$ cat src/include/lamp_pkg.sv
package lamp_pkg;

   // Clock and time base
   localparam int CLK_HZ = 25_000_000;
   localparam int TICK_MS = 1;
   localparam int TICK_CYCLES = CLK_HZ / 1000 * TICK_MS;

   // Flash periods in ms, lit for the first half
   localparam int GREEN_FLASH_MS = 2000;
   localparam int RED_FLASH_MS = 1000;
   localparam logic [10:0] GREEN_HALF_TICKS = 11'(GREEN_FLASH_MS / 2 / TICK_MS);
   localparam logic [10:0] RED_HALF_TICKS = 11'(RED_FLASH_MS / 2 / TICK_MS);

   // Control outputs and manipulated variable
   localparam int NUM_OUTPUTS = 8;
   localparam int MV_WIDTH = 16;

   // Register word addresses (byte offsets)
   localparam logic [7:0] ADDR_LAMP_STATE = 8'h00;
   localparam logic [7:0] ADDR_OUT_MODE = 8'h04;
   localparam logic [7:0] ADDR_IRQ_STATUS = 8'h08;
   localparam logic [7:0] ADDR_IRQ_MASK = 8'h0c;

   // Reset values
   localparam logic [NUM_OUTPUTS-1:0] OUT_MODE_RESET = 8'h00;
   localparam logic [2:0] IRQ_MASK_RESET = 3'h0;

   // Interrupt status bit positions
   localparam int IRQ_FATAL_BIT = 0;
   localparam int IRQ_COMM_BIT = 1;
   localparam int IRQ_CHANGE_BIT = 2;
   localparam int IRQ_WIDTH = 3;

   // Lamp state readback field positions
   localparam int LS_STATE_LSB = 0;
   localparam int LS_GREEN_BIT = 4;
   localparam int LS_RED_BIT = 5;
   localparam int LS_OUT_LSB = 8;

   typedef enum logic [2:0] {
      LAMP_DARK,
      LAMP_GREEN,
      LAMP_GREEN_FLASH,
      LAMP_RED,
      LAMP_RED_FLASH
   } lamp_state_e;

   // Module condition flags from the control logic
   typedef struct packed {
      logic power_ok;
      logic initializing;
      logic restarting;
      logic downloading;
      logic waiting_init;
      logic ready;
      logic io_check;
      logic hw_failure;
      logic watchdog_timeout;
      logic fatal_other;
      logic comm_error;
      logic bus_error;
   } unit_cond_s;

   // One control output as seen by its lamp
   typedef struct packed {
      logic on;
      logic signed [MV_WIDTH-1:0] mv;
   } ctrl_out_s;

endpackage

$ cat src/rtl/lamp_driver.sv
`timescale 1ns/100ps
// Notes on behaviour
// - Steady green when ready or checking I/O
// - Green flashes 2 s while init/restart/download
// - Steady red on fatal hardware or watchdog
// - Red flashes 1 s on communications/bus error
// - Dark without power or awaiting init
// - Lamp combines own and link condition
// - Relay-driving output: lamp follows on/off
// - Current output: lamp lit when MV above 0
// - One lamp per output, same number
module status_and_output_lamp_driver #(
   parameter int TICK_DIV = lamp_pkg::TICK_CYCLES
) (
   // Clock and reset
   input wire logic clock_in,
   input wire logic rst_in,
   // Wishbone slave
   input wire logic wb_cyc_in,
   input wire logic wb_stb_in,
   input wire logic wb_we_in,
   input wire logic [7:0] wb_adr_in,
   input wire logic [3:0] wb_sel_in,
   input wire logic [31:0] wb_dat_in,
   output logic [31:0] wb_dat_out,
   output logic wb_ack_out,
   // Conditions from control logic
   input wire lamp_pkg::unit_cond_s unit_cond_in,
   input wire lamp_pkg::ctrl_out_s [lamp_pkg::NUM_OUTPUTS-1:0] ctrl_out_in,
   // Lamps
   output logic lamp_green_out,
   output logic lamp_red_out,
   output logic [lamp_pkg::NUM_OUTPUTS-1:0] out_lamp_out,
   // Interrupt
   output logic irq_out
);
   import lamp_pkg::*;

   lamp_state_e state_ff;
   lamp_state_e nxt_state;
   logic [31:0] tick_cnt_ff;
   logic tick_ff;
   logic [10:0] ms_cnt_ff;
   logic fatal;
   logic comm;
   logic fatal_ff;
   logic comm_ff;
   logic green_ff;
   logic red_ff;
   logic [NUM_OUTPUTS-1:0] out_lamp_ff;
   logic [NUM_OUTPUTS-1:0] nxt_out_lamp;
   logic [NUM_OUTPUTS-1:0] out_mode_ff;
   logic [IRQ_WIDTH-1:0] irq_status_ff;
   logic [IRQ_WIDTH-1:0] irq_mask_ff;
   logic [IRQ_WIDTH-1:0] irq_event;
   logic ack_ff;
   logic [31:0] dat_ff;
   logic req;
   logic wr;
   logic [31:0] rd_data;

   // Fatal conditions common to all units
   assign fatal = unit_cond_in.hw_failure
                | unit_cond_in.watchdog_timeout
                | unit_cond_in.fatal_other;

   // Link-side errors shared with every module
   assign comm = unit_cond_in.comm_error
               | unit_cond_in.bus_error;

   // Status lamp selection, highest priority first
   always_comb begin
      if (!unit_cond_in.power_ok) begin
         nxt_state = LAMP_DARK;
      end else if (fatal) begin
         nxt_state = LAMP_RED;
      end else if (comm) begin
         nxt_state = LAMP_RED_FLASH;
      end else if (unit_cond_in.initializing
                   | unit_cond_in.restarting
                   | unit_cond_in.downloading) begin
         nxt_state = LAMP_GREEN_FLASH;
      end else if (unit_cond_in.waiting_init) begin
         nxt_state = LAMP_DARK;
      end else if (unit_cond_in.ready | unit_cond_in.io_check) begin
         nxt_state = LAMP_GREEN;
      end else begin
         nxt_state = LAMP_DARK;
      end
   end

   always_ff @(posedge clock_in or posedge rst_in) begin
      if (rst_in) begin
         state_ff <= LAMP_DARK;
      end else begin
         state_ff <= nxt_state;
      end
   end

   // Millisecond enable pulse from the clock divider
   always_ff @(posedge clock_in or posedge rst_in) begin
      if (rst_in) begin
         tick_cnt_ff <= 32'h0;
         tick_ff <= 1'b0;
      end else if (tick_cnt_ff == 32'(TICK_DIV - 1)) begin
         tick_cnt_ff <= 32'h0;
         tick_ff <= 1'b1;
      end else begin
         tick_cnt_ff <= tick_cnt_ff + 32'h1;
         tick_ff <= 1'b0;
      end
   end

   // Flash phase counter; restarts on entry so a flash opens lit
   always_ff @(posedge clock_in or posedge rst_in) begin
      if (rst_in) begin
         ms_cnt_ff <= 11'h0;
      end else if (nxt_state != state_ff) begin
         ms_cnt_ff <= 11'h0;
      end else if (tick_ff) begin
         if (state_ff == LAMP_GREEN_FLASH
             && ms_cnt_ff == 11'(2 * GREEN_HALF_TICKS - 11'h1)) begin
            ms_cnt_ff <= 11'h0;
         end else if (state_ff == LAMP_RED_FLASH
                      && ms_cnt_ff == 11'(2 * RED_HALF_TICKS - 11'h1)) begin
            ms_cnt_ff <= 11'h0;
         end else begin
            ms_cnt_ff <= ms_cnt_ff + 11'h1;
         end
      end
   end

   // Lamp drive, registered to keep the pins glitch free
   always_ff @(posedge clock_in or posedge rst_in) begin
      if (rst_in) begin
         green_ff <= 1'b0;
         red_ff <= 1'b0;
      end else begin
         unique case (state_ff)
            LAMP_DARK: begin
               green_ff <= 1'b0;
               red_ff <= 1'b0;
            end
            LAMP_GREEN: begin
               green_ff <= 1'b1;
               red_ff <= 1'b0;
            end
            LAMP_GREEN_FLASH: begin
               green_ff <= (ms_cnt_ff < GREEN_HALF_TICKS);
               red_ff <= 1'b0;
            end
            LAMP_RED: begin
               green_ff <= 1'b0;
               red_ff <= 1'b1;
            end
            LAMP_RED_FLASH: begin
               green_ff <= 1'b0;
               red_ff <= (ms_cnt_ff < RED_HALF_TICKS);
            end
            default: begin
               green_ff <= 1'b0;
               red_ff <= 1'b0;
            end
         endcase
      end
   end

   assign lamp_green_out = green_ff;
   assign lamp_red_out = red_ff;

   // Per-output lamps; mode bit 1 selects current output
   generate
      for (genvar i = 0; i < NUM_OUTPUTS; i++) begin : g_out
         always_comb begin
            if (out_mode_ff[i]) begin
               nxt_out_lamp[i] = (ctrl_out_in[i].mv > 0);
            end else begin
               nxt_out_lamp[i] = ctrl_out_in[i].on;
            end
         end
      end
   endgenerate

   always_ff @(posedge clock_in or posedge rst_in) begin
      if (rst_in) begin
         out_lamp_ff <= '0;
      end else begin
         out_lamp_ff <= nxt_out_lamp;
      end
   end

   assign out_lamp_out = out_lamp_ff;

   // Rising edges of error classes and status lamp changes
   always_ff @(posedge clock_in or posedge rst_in) begin
      if (rst_in) begin
         fatal_ff <= 1'b0;
         comm_ff <= 1'b0;
      end else begin
         fatal_ff <= fatal;
         comm_ff <= comm;
      end
   end

   always_comb begin
      irq_event = '0;
      irq_event[IRQ_FATAL_BIT] = fatal & ~fatal_ff;
      irq_event[IRQ_COMM_BIT] = comm & ~comm_ff;
      irq_event[IRQ_CHANGE_BIT] = (nxt_state != state_ff);
   end

   // Wishbone request decode
   assign req = wb_cyc_in & wb_stb_in & ~ack_ff;
   assign wr = req & wb_we_in & wb_sel_in[0];

   // Ack one cycle after the request, dropped the cycle after
   always_ff @(posedge clock_in or posedge rst_in) begin
      if (rst_in) begin
         ack_ff <= 1'b0;
      end else begin
         ack_ff <= req;
      end
   end

   // Output mode register
   always_ff @(posedge clock_in or posedge rst_in) begin
      if (rst_in) begin
         out_mode_ff <= OUT_MODE_RESET;
      end else if (wr && wb_adr_in == ADDR_OUT_MODE) begin
         out_mode_ff <= wb_dat_in[NUM_OUTPUTS-1:0];
      end
   end

   // Interrupt mask register
   always_ff @(posedge clock_in or posedge rst_in) begin
      if (rst_in) begin
         irq_mask_ff <= IRQ_MASK_RESET;
      end else if (wr && wb_adr_in == ADDR_IRQ_MASK) begin
         irq_mask_ff <= wb_dat_in[IRQ_WIDTH-1:0];
      end
   end

   // Sticky status; a new event wins over a clear in the same cycle
   always_ff @(posedge clock_in or posedge rst_in) begin
      if (rst_in) begin
         irq_status_ff <= '0;
      end else if (wr && wb_adr_in == ADDR_IRQ_STATUS) begin
         irq_status_ff <= (irq_status_ff & ~wb_dat_in[IRQ_WIDTH-1:0])
                        | irq_event;
      end else begin
         irq_status_ff <= irq_status_ff | irq_event;
      end
   end

   assign irq_out = |(irq_status_ff & irq_mask_ff);

   // Read mux; unmapped addresses read zero
   always_comb begin
      rd_data = 32'h0;
      unique case (wb_adr_in)
         ADDR_LAMP_STATE: begin
            rd_data[LS_STATE_LSB +: 3] = state_ff;
            rd_data[LS_GREEN_BIT] = green_ff;
            rd_data[LS_RED_BIT] = red_ff;
            rd_data[LS_OUT_LSB +: NUM_OUTPUTS] = out_lamp_ff;
         end
         ADDR_OUT_MODE: begin
            rd_data[NUM_OUTPUTS-1:0] = out_mode_ff;
         end
         ADDR_IRQ_STATUS: begin
            rd_data[IRQ_WIDTH-1:0] = irq_status_ff;
         end
         ADDR_IRQ_MASK: begin
            rd_data[IRQ_WIDTH-1:0] = irq_mask_ff;
         end
         default: begin
            rd_data = 32'h0;
         end
      endcase
   end

   always_ff @(posedge clock_in or posedge rst_in) begin
      if (rst_in) begin
         dat_ff <= 32'h0;
      end else if (req) begin
         dat_ff <= rd_data;
      end
   end

   assign wb_dat_out = dat_ff;
   assign wb_ack_out = ack_ff;

endmodule // status_and_output_lamp_driver

$ cat config.mk
export PLATFORM = sky130hd
export DESIGN_NAME = status_and_output_lamp_driver
export DESIGN_NICKNAME = d
export VERILOG_FILES = /design/src/include/lamp_pkg.sv /design/src/rtl/lamp_driver.sv
export SDC_FILE = /design/constraint.sdc
export NUM_CORES = 1
export LEC_CHECK = 0
export ABC_CLOCK_PERIOD_IN_PS = 3000
export BUFFER_PORTS_ARGS = -buffer_cell sky130_fd_sc_hd__buf_4
export CAP_MARGIN = 20
export CORE_MARGIN = 3
export CORE_UTILIZATION = 41
export DETAILED_ROUTE_END_ITERATION = 12
export PLACE_DENSITY = 0.77
export REMOVE_ABC_BUFFERS = 1
export SKIP_CTS_REPAIR_TIMING = 1
export SLEW_MARGIN = 0
export SYNTH_ARGS = -nofsm -noshare
export SYNTH_HDL_FRONTEND = slang
export SYNTH_SLANG_ARGS = --single-unit
export TNS_END_PERCENT = 50
$ cat constraint.sdc
create_clock -name clock_in -period 3 [get_ports clock_in]
set_input_delay 0.75 -clock clock_in [delete_from_list [all_inputs] [get_ports clock_in]]
set_output_delay 0.75 -clock clock_in [all_outputs]
set_load 0.05 [all_outputs]
Word-level counts from Yosys, hierarchy flattened
Index checks and enable logic that the tools add are counted.
{"block": "totals", "ff_bits": 90, "latch_bits": 0, "mem_bits_rw": 0, "romBits": 0, "input_bits": 197, "out_inout_bits": 44, "wordCells": 93, "memories": 0}
{"block": "op_classes", "addsub": 2, "mul": 0, "div": 0, "n_lt_le_gt_ge": 10, "n_eq_ne": 11, "shift": 0, "mux": 28, "bitwise": 20, "n_reduce_logical": 8}
{"op": "> comparator 16 x 1 -> 1 bit (second input constant)", "n": 8}
{"op": "two-way mux 11 bit", "n": 4}
{"op": "adder 32 x 1 -> 32 bit (second input constant)", "n": 1}
{"op": "== test 32 x 15 -> 1 bit (second input constant)", "n": 1}
{"op": "two-way mux 32 bit", "n": 1}
{"op": "== test 8 x 4 -> 1 bit (second input constant)", "n": 2}
{"op": "two-way mux 1 bit", "n": 12}
{"op": "two-way mux 3 bit", "n": 4}
{"op": "case mux 3 bit (4 select lines)", "n": 1}
{"op": "adder 11 x 1 -> 11 bit (second input constant)", "n": 1}
{"op": "== test 11 x 10 -> 1 bit (second input constant)", "n": 1}
{"op": "== test 11 bit (second input constant)", "n": 1}
{"op": "less-than comparator 11 x 10 -> 1 bit (second input constant)", "n": 1}
{"op": "less-than comparator 11 x 9 -> 1 bit (second input constant)", "n": 1}
{"op": "== test 8 x 3 -> 1 bit (second input constant)", "n": 1}
{"op": "zero test 8 bit", "n": 1}
{"op": "two-way mux 8 bit", "n": 1}
{"op": "bitwise AND 1 bit", "n": 6}
{"op": "bitwise AND 3 bit", "n": 2}
{"op": "== test 3 x 2 -> 1 bit (second input constant)", "n": 2}
{"op": "bitwise OR 1 bit", "n": 6}
{"op": "bitwise OR 3 bit", "n": 2}
{"op": "logical AND 1 bit", "n": 5}
{"op": "two-way mux 2 bit", "n": 2}
{"op": "other kinds (9)", "n": 12}

Logic depth before layout (Yosys ltp)
{"block": "depth", "depth_word": 10, "mapped_depth": 7, "mapped_depth_nobuf": 6}

Worst setup path before layout
OpenSTA, ideal clock, no wires.
{"block": "synth_timing", "path_type": "in2reg", "startpoint": "in unit_cond_in[9] (netlist name)", "endpoint": "reg irq_status_ff[2]", "setup_time_ps": 118, "arrival_time_ps": 1973, "required_ps": 2882, "slack_ps": 909, "cell_stages": 6, "path_buffers": 1, "cell_sequence": "or3_1 -> o41ai_2 -> and3_1 -> o22ai_2 -> buf_4 -> a21o_1"}
{"block": "synth_between", "elab_chain_cells": 9, "elab_cells_between_ends": 10, "cone_classes": "1 x eq/ne; 5 x mux; 4 x bitwise"}
{"element": "start, declared", "line_no": "lamp_driver.sv:28", "rtl": "input wire lamp_pkg::unit_cond_s unit_cond_in,"}
{"element": "bitwise OR 1 bit (*)", "line_no": "lamp_driver.sv:80", "rtl": "| unit_cond_in.restarting"}
{"element": "bitwise OR 1 bit (*)", "line_no": "lamp_driver.sv:81", "rtl": "| unit_cond_in.downloading) begin"}
{"element": "two-way mux 2 bit (*)", "line_no": "lamp_driver.sv:79", "rtl": "end else if (unit_cond_in.initializing"}
{"element": "two-way mux 3 bit (*)", "line_no": "lamp_driver.sv:77", "rtl": "end else if (comm) begin"}
{"element": "two-way mux 3 bit (*)", "line_no": "lamp_driver.sv:75", "rtl": "end else if (fatal) begin"}
{"element": "two-way mux 3 bit (*)", "line_no": "lamp_driver.sv:73", "rtl": "if (!unit_cond_in.power_ok) begin"}
{"element": "!= test 3 bit (*)", "line_no": "lamp_driver.sv:209", "rtl": "irq_event[IRQ_CHANGE_BIT] = (nxt_state != state_ff);"}
{"element": "bitwise OR 3 bit (on tied branches)", "line_no": "lamp_driver.sv:251, lamp_driver.sv:249"}
{"element": "two-way mux 3 bit (*)", "line_no": "lamp_driver.sv:247", "rtl": "end else if (wr && wb_adr_in == ADDR_IRQ_STATUS) begin"}
{"element": "end signal, assigned", "line_no": "lamp_driver.sv:248", "rtl": "irq_status_ff <= (irq_status_ff & ~wb_dat_in[IRQ_WIDTH-1:0])"}
{"element": "end signal, assigned", "line_no": "lamp_driver.sv:251", "rtl": "irq_status_ff <= irq_status_ff | irq_event;"}
{"element": "end, declared", "line_no": "lamp_driver.sv:53", "rtl": "logic [IRQ_WIDTH-1:0] irq_status_ff;"}
Mark *: on every way between the ends. The rest lies on a longest branch, timed or not.
A chain may end at the register's enable or synchronous reset.

Final worst setup path
{"block": "layout_timing", "startpoint": "reg irq_status_ff[0]", "endpoint": "out irq_out"}
{"block": "layout_between", "elab_chain_cells": 2}
{"element": "bitwise AND 3 bit", "line_no": "lamp_driver.sv:255", "rtl": "assign irq_out = |(irq_status_ff & irq_mask_ff);"}
{"element": "OR reduction 3 bit", "line_no": "lamp_driver.sv:255"}
{"element": "end, declared", "line_no": "lamp_driver.sv:35", "rtl": "output logic irq_out"}
No other way between the ends.

==> results.yml <==
die:
  dieArea_um2: 12400
  die_h_um: 111
  row_count: 37
  die_w_um: 111
  initial_utilization: 0.431
  core_area_um2: 10600
  ioPinCount: 241
critical_path:
  path_cells: "a222oi_1, inv_1, buf_4"
  worst_r2r_endpoint: "irq_status_ff[2]"
  cp_slowest_cell: "dfrtp_1"
  startpoint: "irq_status_ff[0]"
  cp_data_required_time_ns: 2.25
  r2r_cells: 6
  path_max_fanout: 3
  endpoint_kind: "output port"
  slowest_delay_ns: 0.41
  cp-start-kind: "register"
  crit_path_end: "irq_out"
  reg2reg_slack_ns: 0.96
  crit_type: "register to output port"
  worstPathArrival_ns: 1.38
  crit-reg2reg-launch: "wb_ack_out"
detailed_routing:
  first_iter_violations: 159
  dr_wl_met3_um: 851
  via_count: 4070
  wl_per_cell_um: 16.9
  drt-met1-wl_mm: 4.93
  drt_wl_total_mm: 12.8
  firstDrtPassIters: 4
  wl_met2_mm: 6.72
  remaining_drc_errors: 0
  routed.top_layer: "met4"
  viasPerCell: 5.37
  final_antenna_net_count: 0
final_layout:
  diodes: 0
  utilization: 0.601
  area_growth_pct: 39.4
  mostFrequentLayoutCells: "buf_4 (199), dfrtp_1 (90), nand2_1 (38)"
  layout-drive-gt1-share: 0.420
  stdcell_area_um2: 6350
  final_common_cell: "buf_4"
  nets: 818
timing:
  final_hold_viol_count: 0
  min_period_over_period: 0.709
  setup_viol: 0
  fin_skew_ns: 0.00866
  worst_slew_pin_slew_ns: 0.692
  rsz0062_at_grt: "no"
  fin_crit_ns: 2.13
  slew_viol_final: 0
  tns_ns: 0
  timing.slew.headroom: 0.538
  fmaxAchievable_mhz: 470
logic_synthesis:
  yosysSeqAreaShare: 0.495
  syn_inst: 416
  synth_edf_count: 0
  syn_area_um2: 4550
  ys_types: 58
  synth_warnings: 0
  synthFlopType: "dfrtp_1"
  async_flop_share: 1.00
  syn_avg_cell_area_um2: 10.9
  synth-seq-cells: 90
clock_network:
  clkLatencyLatePin_ns: 0.35
  cts-root-buf: "clkbuf_8"
  tritoncts: "yes"
  clkSlewWorstSetupHoldPaths_ns: 0.09
  numCtsBuffers: 9
  cts.sinks: 90
  htreeDepth: 3
  clk_path_buf_depth: 2
power_and_ir_drop:
  irDropWorstVdd_uv: 289
  power.density_nw_per_um2: 391
  p_leak_nw: 3.07
global_routing:
  grt_pass1_vias: 4075
  grt_antenna_before_repair: 0
  grt_max_degree: 40
  grtUsageTotal: 0.202
  overflow: 0
  grt_first_pass_wirelength_mm: 20.4
placement:
  portBuffers: 197
  placed_area_um2: 6140
  dpl.hpwl_mm: 10.2
  gp_congestion: 0.877
worst_hold_path:
  hold_path.class: "register to register"
flow_run:
  maxCapViolCount: 0
outcome:
  status: "finished clean"
==> Yosys cell counts, types with 10 or more instances <==
library cell,number,share of area
and3_1,10,0.014
buf_4,17,0.028
dfrtp_1,90,0.49
mux2_2,19,0.047
nand2_1,38,0.031
nand3_1,22,0.024
nand4_1,11,0.015
nor2_1,21,0.017
nor3_1,13,0.014
nor4_1,31,0.043
xnor2_1,19,0.037
xor2_1,12,0.023
==> worst max-delay path: cells and delay by family, from the launching register on <==
family | cells | cell delay, ns
flip-flops | 1 | 0.41
AO/OA/AOI/OAI | 1 | 0.34
buffers and inverters | 2 | 0.27
==> per-layer routing <==
metal	GRT usage	up-vias
li1	-	1924
met5	0	-
met4	0.0641	0
met3	0.0560	20
met2	0.359	147
met1	0.236	1979
==> stage by stage <==
stage | instances | total power [mW] | hold slack, ns | setup slack (ns)
after floorplan | 408 | 1.40 | 0.393 | -0.0853
after global placement | 744 | 1.62 | 0.396 | 0.463
after detailed placement | 744 | 1.63 | 0.404 | 0.454
after CTS | 758 | 2.50 | 0.411 | 0.853
after global routing | 758 | 2.58 | 0.444 | 0.785
final | 758 | 2.48 | 0.406 | 0.874
==> worst min path at each step <==
stage                        start                to  slack (ns)  cells after the start
after global routing      fatal_ff  irq_status_ff[0]        0.44                      1
final                      comm_ff  irq_status_ff[1]        0.41                      1
after global placement     comm_ff  irq_status_ff[1]        0.40                      1
after detailed placement   comm_ff  irq_status_ff[1]        0.40                      1
after CTS                  comm_ff  irq_status_ff[1]        0.41                      1
after floorplan           fatal_ff  irq_status_ff[0]        0.39                      1
==> cells by family (layout without fill, tap and decap cells) <==
logic type / count (synthesis) / after routing / share of synthesized area
AND/OR/NAND/NOR: 185 / 185 / 0.247
adder cells (fa/ha/maj): 2 / 2 / 0.00550
other: 1 / 16 / 0.000824
buffers and inverters: 32 / 223 / 0.0407
flip-flops: 90 / 90 / 0.495
XOR/XNOR: 31 / 31 / 0.0596
AO/OA/AOI/OAI: 50 / 50 / 0.0833
multiplexers: 25 / 25 / 0.0684
==> report_power, final <==
part / switching [mW] / internal, mW / total (mW)
combinational: 0.182 / 0.185 / 0.367
sequential: 0.0122 / 1.23 / 1.24
clock: 0.420 / 0.460 / 0.880
total: 0.614 / 1.87 / 2.48
==> final cells by class <==
cell class,count,area (um2)
Multi-Input combinational cell,309,2170
Tap cell,136,170
Sequential cell,90,2250
Clock buffer,9,124
Fill cell,878,4210
Clock inverter,5,81.3
Inverter,9,35.0
Timing Repair Buffer,200,1510
==> state kept, by name (all words and copies together), names as in the netlist <==
register,flops
irq_status_ff,3
wb_dat_out,16
tick_ff,1
lamp_green_out,1
lamp_red_out,1
fatal_ff,1
out_lamp_out,8
irq_mask_ff,3
state_ff,3
wb_ack_out,1
out_mode_ff,8
comm_ff,1
ms_cnt_ff,11
tick_cnt_ff,32
No activity file was read; power rests on OpenSTA's default activity.
